### src/common/kec_pkg.sv
// keypad entry checker: shared constants and types
package kec_pkg;
	// ----------------------------------------
	// keystroke codes on the key code pins
	// ----------------------------------------
	localparam logic [3:0] KEY_PLUS = 4'hA;
	localparam logic [3:0] KEY_MINUS = 4'hB;
	localparam logic [3:0] KEY_CLEAR = 4'hC;
	localparam logic [3:0] KEY_ENTER = 4'hD;
	localparam logic [3:0] KEY_READOUT = 4'hE;
	localparam logic [3:0] KEY_HOLD = 4'hF;
	localparam logic [3:0] DIGIT_MAX = 4'h9;
	localparam logic [3:0] OCTAL_MAX = 4'h7;

	// ----------------------------------------
	// keystroke positions and counter
	// ----------------------------------------
	localparam logic [3:0] CNT_RESET = 4'h0;
	localparam logic [3:0] POS_ADDR_LAST = 4'h3;
	localparam logic [3:0] POS_SIGN = 4'h4;
	localparam logic [3:0] POS_FULL = 4'h9;
	localparam logic [3:0] CNT_SAT = 4'hA;

	// ----------------------------------------
	// transfer word layout and lengths
	// ----------------------------------------
	localparam int ADDR_W = 9;
	localparam int DATA_W = 20;
	localparam int WORD_W = 30;
	localparam logic [5:0] LEN_READOUT = 6'h09;
	localparam logic [5:0] LEN_ENTER = 6'h1E;
	localparam int SHIFT_RATE_PPS = 64;

	typedef enum logic [1:0] {
		KEC_SH_IDLE = 2'b01,
		KEC_SH_SHIFT = 2'b10
	} kec_sh_state_t;
endpackage

### src/hdl/kec_top.sv
// keypad entry checker: keystroke counting, error lamp, displays, transfer
// Operation
// RQ1 - enter before nine keys flags error
// RQ2 - readout needs exactly three keys
// RQ3 - tenth or later key flags error
// RQ4 - digit eight or nine in address errors
// RQ5 - sign key only at fourth position
// RQ6 - fourth key must be a sign
// RQ7 - error lamp holds until clear
// RQ8 - under error, send all ones word
// RQ9 - computer rejects ones in zero positions
// RQ10 - clear blanks address and data displays
// RQ11 - enter blanks address and data displays
// RQ12 - mode select: clear, address, plus, code, enter
// RQ13 - switch parameters entered in non-decimal form
// RQ14 - clear resets counters; digits light windows
// RQ15 - readout shifts address; enter shifts both
// RQ16 - memory read: clear, address, readout
// RQ17 - positions: address, sign, then data
// RQ18 - counter saturates at ten
`timescale 1ns/1ps
module kec_top (
	input wire logic clk,
	input wire logic rst_b,
	input wire logic key_press,
	input wire logic [3:0] key_code,
	input wire logic octal_entry,
	input wire logic shift_pulse,
	output logic err_lamp_q,
	output logic [11:0] addr_disp_q,
	output logic [19:0] data_disp_q,
	output logic [1:0] sign_disp_q,
	output logic [8:0] disp_lit_q,
	output logic ser_data_q,
	output logic xfer_busy_q
);
	// ----------------------------------------
	// pin synchronisers and edge detect
	// ----------------------------------------
	logic [6:0] sync1_q;
	logic [6:0] sync2_q;
	logic press_prev_q;
	logic shift_prev_q;

	always_ff @(posedge clk or negedge rst_b) begin
		if (!rst_b) begin
			sync1_q <= 7'h00;
			sync2_q <= 7'h00;
		end else begin
			sync1_q <= {octal_entry, shift_pulse, key_press, key_code};
			sync2_q <= sync1_q;
		end
	end

	always_ff @(posedge clk or negedge rst_b) begin
		if (!rst_b) begin
			press_prev_q <= 1'b0;
			shift_prev_q <= 1'b0;
		end else begin
			press_prev_q <= sync2_q[4];
			shift_prev_q <= sync2_q[5];
		end
	end

	logic [3:0] code;
	logic key_ev;
	logic shift_tick;
	logic octal_sel;
	assign code = sync2_q[3:0];
	assign key_ev = sync2_q[4] & ~press_prev_q;
	assign shift_tick = sync2_q[5] & ~shift_prev_q;
	assign octal_sel = sync2_q[6];

	logic is_digit;
	logic is_sign;
	logic is_clear;
	logic is_enter;
	logic is_readout;
	assign is_digit = key_ev && (code <= kec_pkg::DIGIT_MAX);
	assign is_sign = key_ev && (code == kec_pkg::KEY_PLUS || code == kec_pkg::KEY_MINUS);
	assign is_clear = key_ev && (code == kec_pkg::KEY_CLEAR);
	assign is_enter = key_ev && (code == kec_pkg::KEY_ENTER);
	assign is_readout = key_ev && (code == kec_pkg::KEY_READOUT);

	// ----------------------------------------
	// keystroke counter
	// ----------------------------------------
	logic [3:0] cnt_q;
	logic [3:0] pos;
	assign pos = cnt_q + 4'h1;

	always_ff @(posedge clk or negedge rst_b) begin
		if (!rst_b) begin
			cnt_q <= kec_pkg::CNT_RESET;
		end else if (is_clear) begin
			cnt_q <= kec_pkg::CNT_RESET; // [RQ14]
		end else if ((is_digit || is_sign) && cnt_q < kec_pkg::CNT_SAT) begin
			cnt_q <= pos; // [RQ18]
		end
	end

	// ----------------------------------------
	// error detection
	// ----------------------------------------
	logic err_new;
	always_comb begin
		err_new = 1'b0;
		if (is_enter && cnt_q < kec_pkg::POS_FULL) begin
			err_new = 1'b1; // [RQ1]
		end
		if (is_readout && cnt_q != kec_pkg::POS_ADDR_LAST) begin
			err_new = 1'b1; // [RQ2] [RQ16]
		end
		if ((is_digit || is_sign) && cnt_q >= kec_pkg::POS_FULL) begin
			err_new = 1'b1; // [RQ3]
		end
		// positions 1-3 address, 4 sign, 5-9 data
		if (is_digit && pos <= kec_pkg::POS_ADDR_LAST && code > kec_pkg::OCTAL_MAX) begin
			err_new = 1'b1; // [RQ4] [RQ17]
		end
		if (is_digit && octal_sel && code > kec_pkg::OCTAL_MAX) begin
			err_new = 1'b1; // [RQ13]
		end
		if (is_sign && pos != kec_pkg::POS_SIGN) begin
			err_new = 1'b1; // [RQ5] [RQ12]
		end
		if (is_digit && pos == kec_pkg::POS_SIGN) begin
			err_new = 1'b1; // [RQ6] [RQ17]
		end
	end

	always_ff @(posedge clk or negedge rst_b) begin
		if (!rst_b) begin
			err_lamp_q <= 1'b0;
		end else if (is_clear) begin
			err_lamp_q <= 1'b0; // [RQ7]
		end else if (err_new) begin
			err_lamp_q <= 1'b1; // [RQ7]
		end
	end

	// ----------------------------------------
	// displays
	// ----------------------------------------
	always_ff @(posedge clk or negedge rst_b) begin
		if (!rst_b) begin
			addr_disp_q <= 12'h000;
			data_disp_q <= 20'h00000;
			sign_disp_q <= 2'h0;
			disp_lit_q <= 9'h000;
		end else if (is_clear || is_enter) begin
			addr_disp_q <= 12'h000; // [RQ10] [RQ11]
			data_disp_q <= 20'h00000;
			sign_disp_q <= 2'h0;
			disp_lit_q <= 9'h000;
		end else if (is_digit && pos <= kec_pkg::POS_FULL && pos != kec_pkg::POS_SIGN) begin
			// window 8 is the most significant address window
			disp_lit_q[4'h9 - pos] <= 1'b1; // [RQ14]
			if (pos <= kec_pkg::POS_ADDR_LAST) begin
				addr_disp_q <= {addr_disp_q[7:0], code};
			end else begin
				data_disp_q <= {data_disp_q[15:0], code};
			end
		end else if (is_sign && pos == kec_pkg::POS_SIGN) begin
			sign_disp_q <= (code == kec_pkg::KEY_PLUS) ? 2'h1 : 2'h2;
			disp_lit_q[5] <= 1'b1;
		end
	end

	// ----------------------------------------
	// transfer word to the computer
	// ----------------------------------------
	// only the low three bits of an address digit travel; an 8 or 9 has
	// already lit the lamp, so the word is all ones anyway
	logic [kec_pkg::ADDR_W-1:0] addr_word;
	assign addr_word = {addr_disp_q[10:8], addr_disp_q[6:4], addr_disp_q[2:0]};

	logic load_q;
	logic [kec_pkg::WORD_W-1:0] word_q;
	logic [5:0] len_q;

	always_ff @(posedge clk or negedge rst_b) begin
		if (!rst_b) begin
			load_q <= 1'b0;
			word_q <= '0;
			len_q <= 6'h00;
		end else begin
			load_q <= is_enter || is_readout; // [RQ15]
			if (is_enter) begin
				len_q <= kec_pkg::LEN_ENTER;
				if (err_lamp_q || err_new) begin
					word_q <= '1; // [RQ8] [RQ9]
				end else begin
					word_q <= {addr_word, sign_disp_q[1], data_disp_q};
				end
			end else if (is_readout) begin
				len_q <= kec_pkg::LEN_READOUT;
				if (err_lamp_q || err_new) begin
					word_q <= '1; // [RQ8]
				end else begin
					word_q <= {addr_word, 21'h00000};
				end
			end
		end
	end

	kec_shift #(
		.W(kec_pkg::WORD_W)
	) u_shift (
		.clk(clk),
		.rst_b(rst_b),
		.load(load_q),
		.word(word_q),
		.len(len_q),
		.tick(shift_tick), // [RQ15]
		.ser_data_q(ser_data_q),
		.busy_q(xfer_busy_q)
	);

	// ----------------------------------------
	// checks
	// ----------------------------------------
	a_enter_early: assert property (@(posedge clk) disable iff (!rst_b) // [RQ1]
		is_enter && cnt_q < kec_pkg::POS_FULL |=> err_lamp_q)
		else $error("early enter did not light the lamp");
	a_readout_count: assert property (@(posedge clk) disable iff (!rst_b) // [RQ2]
		is_readout && cnt_q != kec_pkg::POS_ADDR_LAST |=> err_lamp_q)
		else $error("readout with wrong count not flagged");
	a_over_length: assert property (@(posedge clk) disable iff (!rst_b) // [RQ3]
		(is_digit || is_sign) && cnt_q >= kec_pkg::POS_FULL |=> err_lamp_q)
		else $error("tenth key not flagged");
	a_addr_octal: assert property (@(posedge clk) disable iff (!rst_b) // [RQ4]
		is_digit && cnt_q < kec_pkg::POS_ADDR_LAST && code > kec_pkg::OCTAL_MAX |=> err_lamp_q)
		else $error("non-octal address digit not flagged");
	a_sign_place: assert property (@(posedge clk) disable iff (!rst_b) // [RQ5]
		is_sign && cnt_q != kec_pkg::POS_ADDR_LAST |=> err_lamp_q)
		else $error("misplaced sign not flagged");
	a_fourth_sign: assert property (@(posedge clk) disable iff (!rst_b) // [RQ6]
		is_digit && cnt_q == kec_pkg::POS_ADDR_LAST |=> err_lamp_q)
		else $error("digit in sign position not flagged");
	a_lamp_sticky: assert property (@(posedge clk) disable iff (!rst_b) // [RQ7]
		err_lamp_q && !is_clear |=> err_lamp_q)
		else $error("error lamp dropped without clear");
	a_inhibit_word: assert property (@(posedge clk) disable iff (!rst_b) // [RQ8]
		err_lamp_q && (is_enter || is_readout) |=> load_q && word_q == '1)
		else $error("error word not all ones");
	a_clear_blank: assert property (@(posedge clk) disable iff (!rst_b) // [RQ10]
		is_clear |=> disp_lit_q == 9'h000 && !err_lamp_q && cnt_q == kec_pkg::CNT_RESET)
		else $error("clear did not blank and reset");
	a_enter_blank: assert property (@(posedge clk) disable iff (!rst_b) // [RQ11]
		is_enter |=> disp_lit_q == 9'h000 ##1 xfer_busy_q)
		else $error("enter did not blank and start transfer");
	a_cnt_sat: assert property (@(posedge clk) disable iff (!rst_b) // [RQ18]
		cnt_q == kec_pkg::CNT_SAT && !is_clear |=> cnt_q == kec_pkg::CNT_SAT)
		else $error("keystroke counter left saturation");
endmodule // kec_top

### src/hdl/kec_shift.sv
// keypad entry checker: serial word shifter toward the computer
`timescale 1ns/1ps
module kec_shift #(
	parameter int W = 30
) (
	input wire logic clk,
	input wire logic rst_b,
	input wire logic load,
	input wire logic [W-1:0] word,
	input wire logic [5:0] len,
	input wire logic tick,
	output logic ser_data_q,
	output logic busy_q
);
	kec_pkg::kec_sh_state_t state_q;
	logic [W-1:0] sr_q;
	logic [5:0] left_q;

	// a new load restarts the shift; the computer sees busy stay high
	always_ff @(posedge clk or negedge rst_b) begin
		if (!rst_b) begin
			state_q <= kec_pkg::KEC_SH_IDLE;
			sr_q <= '0;
			left_q <= 6'h00;
			ser_data_q <= 1'b0;
			busy_q <= 1'b0;
		end else if (load) begin
			state_q <= kec_pkg::KEC_SH_SHIFT;
			sr_q <= word;
			left_q <= len;
			ser_data_q <= 1'b0;
			busy_q <= 1'b1;
		end else begin
			case (state_q)
				kec_pkg::KEC_SH_IDLE: begin
					busy_q <= 1'b0;
				end
				kec_pkg::KEC_SH_SHIFT: begin
					if (tick) begin
						ser_data_q <= sr_q[W-1];
						sr_q <= {sr_q[W-2:0], 1'b0};
						left_q <= left_q - 6'h01;
						if (left_q == 6'h01) begin
							state_q <= kec_pkg::KEC_SH_IDLE;
							busy_q <= 1'b0;
						end
					end
				end
				default: begin
					state_q <= kec_pkg::KEC_SH_IDLE;
					busy_q <= 1'b0;
				end
			endcase
		end
	end
endmodule // kec_shift

### config.mk
export PLATFORM = sky130hd
export DESIGN_NAME = kec_top
export DESIGN_NICKNAME = d
export VERILOG_FILES = /design/src/common/kec_pkg.sv /design/src/hdl/kec_top.sv /design/src/hdl/kec_shift.sv
export SDC_FILE = /design/constraint.sdc
export NUM_CORES = 1
export LEC_CHECK = 0
export ABC_CLOCK_PERIOD_IN_PS = 5900
export BUFFER_PORTS_ARGS = -buffer_cell sky130_fd_sc_hd__buf_2
export CAP_MARGIN = 10
export CORE_UTILIZATION = 60
export DETAILED_ROUTE_END_ITERATION = 10
export PLACE_DENSITY = 0.8
export SLEW_MARGIN = 20
export SYNTH_ARGS = -nofsm -noshare
export SYNTH_HDL_FRONTEND = slang
export SYNTH_SLANG_ARGS = --single-unit
### constraint.sdc
create_clock -name clk -period 5.9 [get_ports clk]
set_clock_uncertainty 0.15 [all_clocks]
set_input_delay 0.59 -clock clk [delete_from_list [all_inputs] [get_ports clk]]
set_output_delay 0.59 -clock clk [all_outputs]
set_load 0.005 [all_outputs]
==> results.toml, run 1 <==
[hold_path]
whs_endpoint = "sync1_q[3]"
hp-class = "in -> reg"
min_path_cells = 1
min_from = "key_code[3]"

[logic_synthesis]
ys_ff_latch = 138
synth.distinct_cells = 60
ys_warn_count = 0
yosys.area_share.xor_xnor_pct = 1.30
synthTopCellsByArea = "dfrtp_1 (56%), mux2i_1 (8.4%), nor2_1 (4.6%), nand2_1 (4.1%), o21ai_0 (4.1%)"
synth_edf_count = 0
ys_seq_area_share_pct = 56.8
synth_top_family_by_area = "simple AND/OR/NAND/NOR gates"
synth_area_per_cell_um2 = 10.6
synth_top_area_share_pct = 56.4
synth_fp_nets = 588
synth_fa_ha_area_share_pct = 1.65
synth_compound_gate_area_share_pct = 13.0
synthesis.area_um2 = 6080
synth_common_cells = "dfrtp_1 (137), nor2_1 (74), nand2_1 (67), mux2i_1 (51), o21ai_0 (50)"
synthMuxAreaShare_pct = 8.40
synthSimpleGateAreaFrac_pct = 14.5
synthFlopType = "dfrtp_1"
synth.most_common_cell = "dfrtp_1"
synth_top_cell_by_area = "dfrtp_1"
netlist_instances = 571
ys_async_sr_fraction_pct = 100

[worst_setup_path]
crit_path_top_delay_cell = "o21ai_1"
crit_path_start_kind = "flop"
cp_num_cells = 6
ff2ff_setup_slack_ns = 3.09
crit_chain = "ha_1 -> and2_2 -> a21oi_1 -> o21ai_1 -> nand2_2 -> a31o_2"
r2r-start = "cnt_q[1]"
crit_family = "compound AO/OA/AOI/OAI gates"
crit_required_ns = 6.15
critPathMaxFanout = 12
worst-path-buf-inv = 0
cp-end-kind = "flop"
cp_slowest_stage_delay_ns = 0.65
r2r-end = "addr_disp_q[7]"
worst-r2r-cell-count = 6
critPathKind = "reg -> reg"
arrival_ns = 3.06

[cells_and_area]
drive_gt1_share_pct = 19.0
stdcell_count = 755
regArea_um2 = 3450
diodes = 0
design_area_um2 = 7000
areaGrowthSynthToFinish_pct = 15.2
fill_cells = 718
final_nets = 627
multi_input_area_um2 = 2370

[route]
drt_wl_total_um = 12400
wl_per_cell_um = 16.4
initialDrtViolationCount = 303
dr.pass1.iters = 5
drc = 0
routed-via-count = 4256
vias_per_cell = 5.64
ant_nets = 0

[place]
place_congestion = 0.880
dp.cells = 723
dp_hpwl_um = 7760
placed_area_um2 = 6330
portBuffers = 54

[clocking]
clkTransAtPathRegs_ns = 0.06
clockBufferDepth = 2
clock_latency_ns = 0.51
clockRootBuffer = "clkbuf_8"
htree_levels = 4
clock_sinks = 138
cts_tree = "done"
cts_buffers = 17
cts-resized-gates = 0

[global_route]
first_global_vias = 4008
globalRoute.totalOverflow = 0
grt_max_degree = 76
track_usage_pct = 25.4
grt_antenna_before_repair = 0
grt_pass1_wl_um = 20200

[timing]
max_freq_mhz = 356
final-max-slew-violation-count = 0
fin_tns_setup_ns = 0
slew_headroom_pct = 28.8
period_minus_slack_ns = 2.81
rsz0062_at_grt = "false"
fin_crit_sh_pct = 47.7
hold_viol = 0
setup_viol = 0
tightest_slew_ns = 1.07

[floorplanning]
boundaryPins = 55
coreArea_um2 = 9820
die_area_um2 = 10500
die_x_um = 103
start_util_pct = 61.9
fp-row-count = 36
die_y_um = 103

[status]
outcome = "complete, no violations"

[job]
drv_cap = 0

[power_and_ir_drop]
ir_worst_vdd_mv = 0.258
p_leak_nw = 3.09
p_total_mw = 3.46
power.density_nw_per_um2 = 494
[metal layers]
metal	global-route usage, %	wire [um]
met5	0	0
met4	10.0	178
met3	4.81	362
met2	39.3	6080
met1	35.9	5750
[where the power goes]
part           internal [mW]  switching [mW]  total (mW)
combinational          0.366           0.422       0.789
sequential              1.24           0.263        1.50
clock                  0.773           0.392        1.17
total                   2.38            1.08        3.46
[cells in the final DEF, fill, tap and decap left out, types with 2 or more instances in the layout]
master,count
nor4b_1,2
nand4_1,2
nand2_1,67
xnor2_1,5
a22o_1,7
mux2i_1,51
o21a_1,4
nor2_1,73
a31o_2,7
clkinv_2,2
o2bb2ai_1,2
a31oi_1,5
and3_1,7
nand2_2,2
a21oi_1,16
o21ai_0,50
nand2b_1,5
nor3_1,2
and2_1,6
o21ai_2,7
clkbuf_16,16
o211ai_1,2
nand3_1,10
inv_1,12
o21ai_1,7
bufinv_16,6
clkinv_4,3
xor2_1,4
nor3b_1,2
nor2b_1,2
buf_2,53
buf_4,3
ha_1,8
dfrtp_1,137
a21o_1,2
[how the worst max path moves through the flow]
stage | startpoint | endpoint | slack [ns]
after floorplan | cnt_q[1] | word_q[10] | 3.72
after global placement | cnt_q[1] | disp_lit_q[1] | 3.28
after detailed placement | cnt_q[1] | addr_disp_q[7] | 3.20
after CTS | cnt_q[1] | word_q[18] | 3.17
after global routing | cnt_q[1] | addr_disp_q[4] | 2.95
final | cnt_q[1] | addr_disp_q[7] | 3.09
[metrics by stage]
stage | hold slack [ns] | utilization [%] | setup slack, ns
final | 0.0304 | 71.3 | 3.09
after global routing | 0.00965 | 71.3 | 2.95
after CTS | 0.0158 | 71.3 | 3.17
after detailed placement | 0.185 | 64.5 | 3.20
after global placement | 0.181 | 64.5 | 3.28
after floorplan | 0.144 | - | 3.72
[worst register-to-register path: cells and delay by family, from the launching register on]
family          cells  cell delay, ns
compound gates      3            1.08
fa+ha+maj           1            0.45
flops               1            0.50
simple gates        2            0.53
[area by class of cell]
cell class / count / area share, %
Clock inverter: 14 / 3.48
Sequential cell: 138 / 49.3
Tap cell: 133 / 2.38
Multi-Input combinational cell: 382 / 33.8
Inverter: 13 / 0.697
Timing Repair Buffer: 58 / 4.41
Clock buffer: 17 / 5.91
[timing repair]
action	in CTS	in global routing
endpoints found under the hold margin	62	0
hold buffers	1	0
setup buffers	0	0
[registers in the layout (all words and copies together), names as in the netlist]
| name | flops |
|---|---|
| len_q | 3 |
| data_disp_q | 20 |
| sign_disp_q | 2 |
| u_shift.sr_q | 30 |
| err_lamp_q | 1 |
| shift_prev_q | 1 |
| press_prev_q | 1 |
| u_shift.busy_q | 1 |
| word_q | 30 |
| sync2_q | 7 |
| load_q | 1 |
| addr_disp_q | 12 |
| u_shift.left_q | 6 |
| sync1_q | 7 |
| u_shift.ser_data_q | 1 |
| disp_lit_q | 9 |
| cnt_q | 4 |
| u_shift.state_q | 2 |
[cell families (layout without fill, tap and decap cells)]
family / after synthesis / count (layout)
AOI/OAI and AO/OA: 122 / 122
muxes: 51 / 51
buffers and inverters: 51 / 102
adders and majority gates: 8 / 8
and+or+nand+nor: 192 / 192
DFF: 138 / 138
xor gates and xnor gates: 9 / 9
Power figures use the tool's default switching activity.
==> run 2, diff against run 1 <==
--- a/config.mk
+++ b/config.mk
@@ -5,12 +5,13 @@
 export SDC_FILE = /design/constraint.sdc
 export NUM_CORES = 1
 export LEC_CHECK = 0
-export ABC_CLOCK_PERIOD_IN_PS = 5900
+export ABC_AREA = 1
+export ABC_CLOCK_PERIOD_IN_PS = 2910
 export BUFFER_PORTS_ARGS = -buffer_cell sky130_fd_sc_hd__buf_2
 export CAP_MARGIN = 10
-export CORE_UTILIZATION = 60
+export CORE_UTILIZATION = 59
 export DETAILED_ROUTE_END_ITERATION = 10
-export PLACE_DENSITY = 0.8
+export PLACE_DENSITY = 0.79
 export SLEW_MARGIN = 20
 export SYNTH_ARGS = -nofsm -noshare
 export SYNTH_HDL_FRONTEND = slang
==> constraint.sdc (replaced) <==
create_clock -name clk -period 2.91 [get_ports clk]
set_clock_uncertainty 0.15 [all_clocks]
set_input_delay 0.291 -clock clk [delete_from_list [all_inputs] [get_ports clk]]
set_output_delay 0.291 -clock clk [all_outputs]
set_load 0.005 [all_outputs]
==> run 2 against run 1 <==
Via count rose by 20%. Total power rose by 110%. Cell count rose by 20%. Synthesized cell count rose by 22%. Clock-buffer cell count rose by 5. Non-clock buffer count rose by 15. Utilization fell by 1.1 points. Register-to-register slack got worse by 2.7 ns. Sequential power rose by 100%. Largest cell class unchanged. Highest routed layer unchanged.
==> results.toml, run 2 <==
[floorplanning]
start_util_pct = 60.4
die_y_um = 105
fp-row-count = 37
boundaryPins = 55
die_x_um = 105
coreArea_um2 = 10300
die_area_um2 = 10900

[worst_setup_path]
critPathKind = "reg -> reg"
crit_path_start_kind = "flop"
arrival_ns = 2.76
cp_slowest_stage_delay_ns = 0.45
crit_chain = "inv_1 -> ha_1 -> inv_1 -> ha_1 -> nand2_1 -> nand3_4 -> nand2_4 -> nand2_4 -> nand2_4 -> nand2_1 -> nand2_1"
worst-path-buf-inv = 2
ff2ff_setup_slack_ns = 0.41
crit_family = "simple AND/OR/NAND/NOR gates"
cp-end-kind = "flop"
crit_required_ns = 3.17
critPathMaxFanout = 23
crit_path_top_delay_cell = "dfrtp_1"

[timing]
tightest_slew_ns = 0.657
hold_viol = 0
rsz0062_at_grt = "false"
period_minus_slack_ns = 2.50
fin_tns_setup_ns = 0
max_freq_mhz = 401
final-max-slew-violation-count = 0
slew_headroom_pct = 56.2
whs_ns = 0.191
setup_viol = 0
fin_crit_sh_pct = 85.8

[logic_synthesis]
synthTopCellsByArea = "dfrtp_1 (55%), nand2_1 (9.4%), inv_1 (6.0%), nand3_1 (5.2%), o21ai_0 (3.2%)"
synth.distinct_cells = 37
synthFlopType = "dfrtp_1"
netlist_instances = 694
ys_ff_latch = 138
synthSimpleGateAreaFrac_pct = 22.2
synth_top_family_by_area = "simple AND/OR/NAND/NOR gates"
synthMuxAreaShare_pct = 0
synth_area_per_cell_um2 = 8.94
ys_seq_area_share_pct = 55.7
synth_top_cell_by_area = "dfrtp_1"
synth_common_cells = "nand2_1 (155), dfrtp_1 (137), inv_1 (100), nand3_1 (64), nor2_1 (52)"
ys_warn_count = 0
synthesis.area_um2 = 6210
synth_compound_gate_area_share_pct = 10.3
ys_async_sr_fraction_pct = 100
synth_edf_count = 0
yosys.area_share.xor_xnor_pct = 0.282
synth.most_common_cell = "nand2_1"
synth_fa_ha_area_share_pct = 1.61
synth_top_area_share_pct = 55.2
synth_fp_nets = 711

[clocking]
clock_latency_ns = 0.53
clockBufferDepth = 2
clockRootBuffer = "clkbuf_8"
cts_tree = "done"
post-cts-setup-buffers = 0
clkTransAtPathRegs_ns = 0.06
cts_buffers = 17
htree_levels = 4
clock_sinks = 138

[global_route]
first_global_vias = 5115
grt_max_degree = 73
grt_pass1_wl_um = 24100
grt_antenna_before_repair = 0
globalRoute.totalOverflow = 0
track_usage_pct = 28.4

[route]
wl_per_cell_um = 15.7
ant_nets = 0
initialDrtViolationCount = 352
dr.pass1.iters = 5
drc = 0
vias_per_cell = 5.63
routed-via-count = 5087
drt_wl_total_um = 14200

[job]
drv_cap = 0

[hold_path]
hp-class = "in -> async"

[place]
place_congestion = 1.02
dp.cells = 864
portBuffers = 54
dp_hpwl_um = 9190
placed_area_um2 = 6520

[cells_and_area]
diodes = 0
stdcell_count = 904
finish.utilization_pct = 70.2
final_cell_mix = "nand2_1 (155), dfrtp_1 (137), inv_1 (100), nand3_1 (64), buf_2 (53)"
drive_gt1_share_pct = 17.2
reg_top3 = "u_shift.sr_q: 30 flops, word_q: 30 flops, data_disp_q: 20 flops"
final_common_cell = "nand2_1"
fill_cells = 777
design_area_um2 = 7220
final_nets = 772
areaGrowthSynthToFinish_pct = 16.3

[power_and_ir_drop]
ir_worst_vdd_mv = 0.734
p_leak_nw = 3.76
power.density_nw_per_um2 = 1010

[status]
outcome = "complete, no violations"
run 2: changes by cell type in the layout (fill, tap and decap cells not counted), sizes merged, moves of 13 or more:
cell,change
o22ai,+16
a22oi,+18
mux2i,-51
nand2,+100
inv,+92
nand3,+59
o21ai,-19
a21oi,-13
nor2,-17
run 2: through the flow:
step	total power, mW	worst slack [ns]
2_1_floorplan	4.34	0.895
3_3_place_gp	4.93	0.650
3_5_place_dp	5.04	0.499
4_1_cts	7.30	0.450
5_1_grt	7.75	0.206
6_report	7.30	0.415
run 2: layout make-up:
class,count,area [um^2],share of cell area (%)
clock buffers,22,473,6.55
clock inverters,10,141,1.96
inverters,107,402,5.57
multi-input cells,418,2140,29.6
flip-flops and latches,138,3450,47.9
well taps,136,170,2.36
repair buffers,73,439,6.09
run 2: what timing repair did:
action                                 4_1_cts  5_1_grt
hold buffers                                 8        0
endpoints found under the hold margin       75        0
resized for setup                            0        0
run 2: final timing paths:
path | start | to | depth (start not counted)
setup / recovery | cnt_q[0] | data_disp_q[0] | 11
setup reg to reg | cnt_q[0] | data_disp_q[0] | 11
hold / removal | rst_b | word_q[27] | 2
min in group clk | sync1_q[6] | sync2_q[6] | 0
max in group asynchronous | rst_b | word_q[8] | 3
hold reg to reg | sync1_q[6] | sync2_q[6] | 0
run 2: power breakdown:
part | switching [mW] | internal, mW | total, mW
sequential | 0.435 | 2.58 | 3.02
clock | 0.816 | 1.40 | 2.21
combinational | 1.28 | 0.789 | 2.07
run 2: kinds of logic after synthesis:
family,count (synthesis)
AO/OA/AOI/OAI,103
XOR/XNOR,2
adder cells (fa/ha/maj),8
buffers and inverters,138
flip-flops,138
AND/OR/NAND/NOR,305
run 2: per-layer routing:
| layer | up-vias | track usage (%) | wire length, um |
|---|---|---|---|
| met5 | - | 0 | 0 |
| met3 | 42 | 5.93 | 819 |
| met4 | 0 | 14.5 | 454 |
| met1 | 2496 | 36.4 | 5780 |
| li1 | 2360 | - | - |
| met2 | 189 | 45.9 | 7180 |
run 2: worst register-to-register path, delay by kind of cell, from the launching register on:
family,cells,cell delay [ns]
flops,1,0.45
fa+ha+maj,2,0.54
buf+inv,2,0.27
simple gates,7,0.96
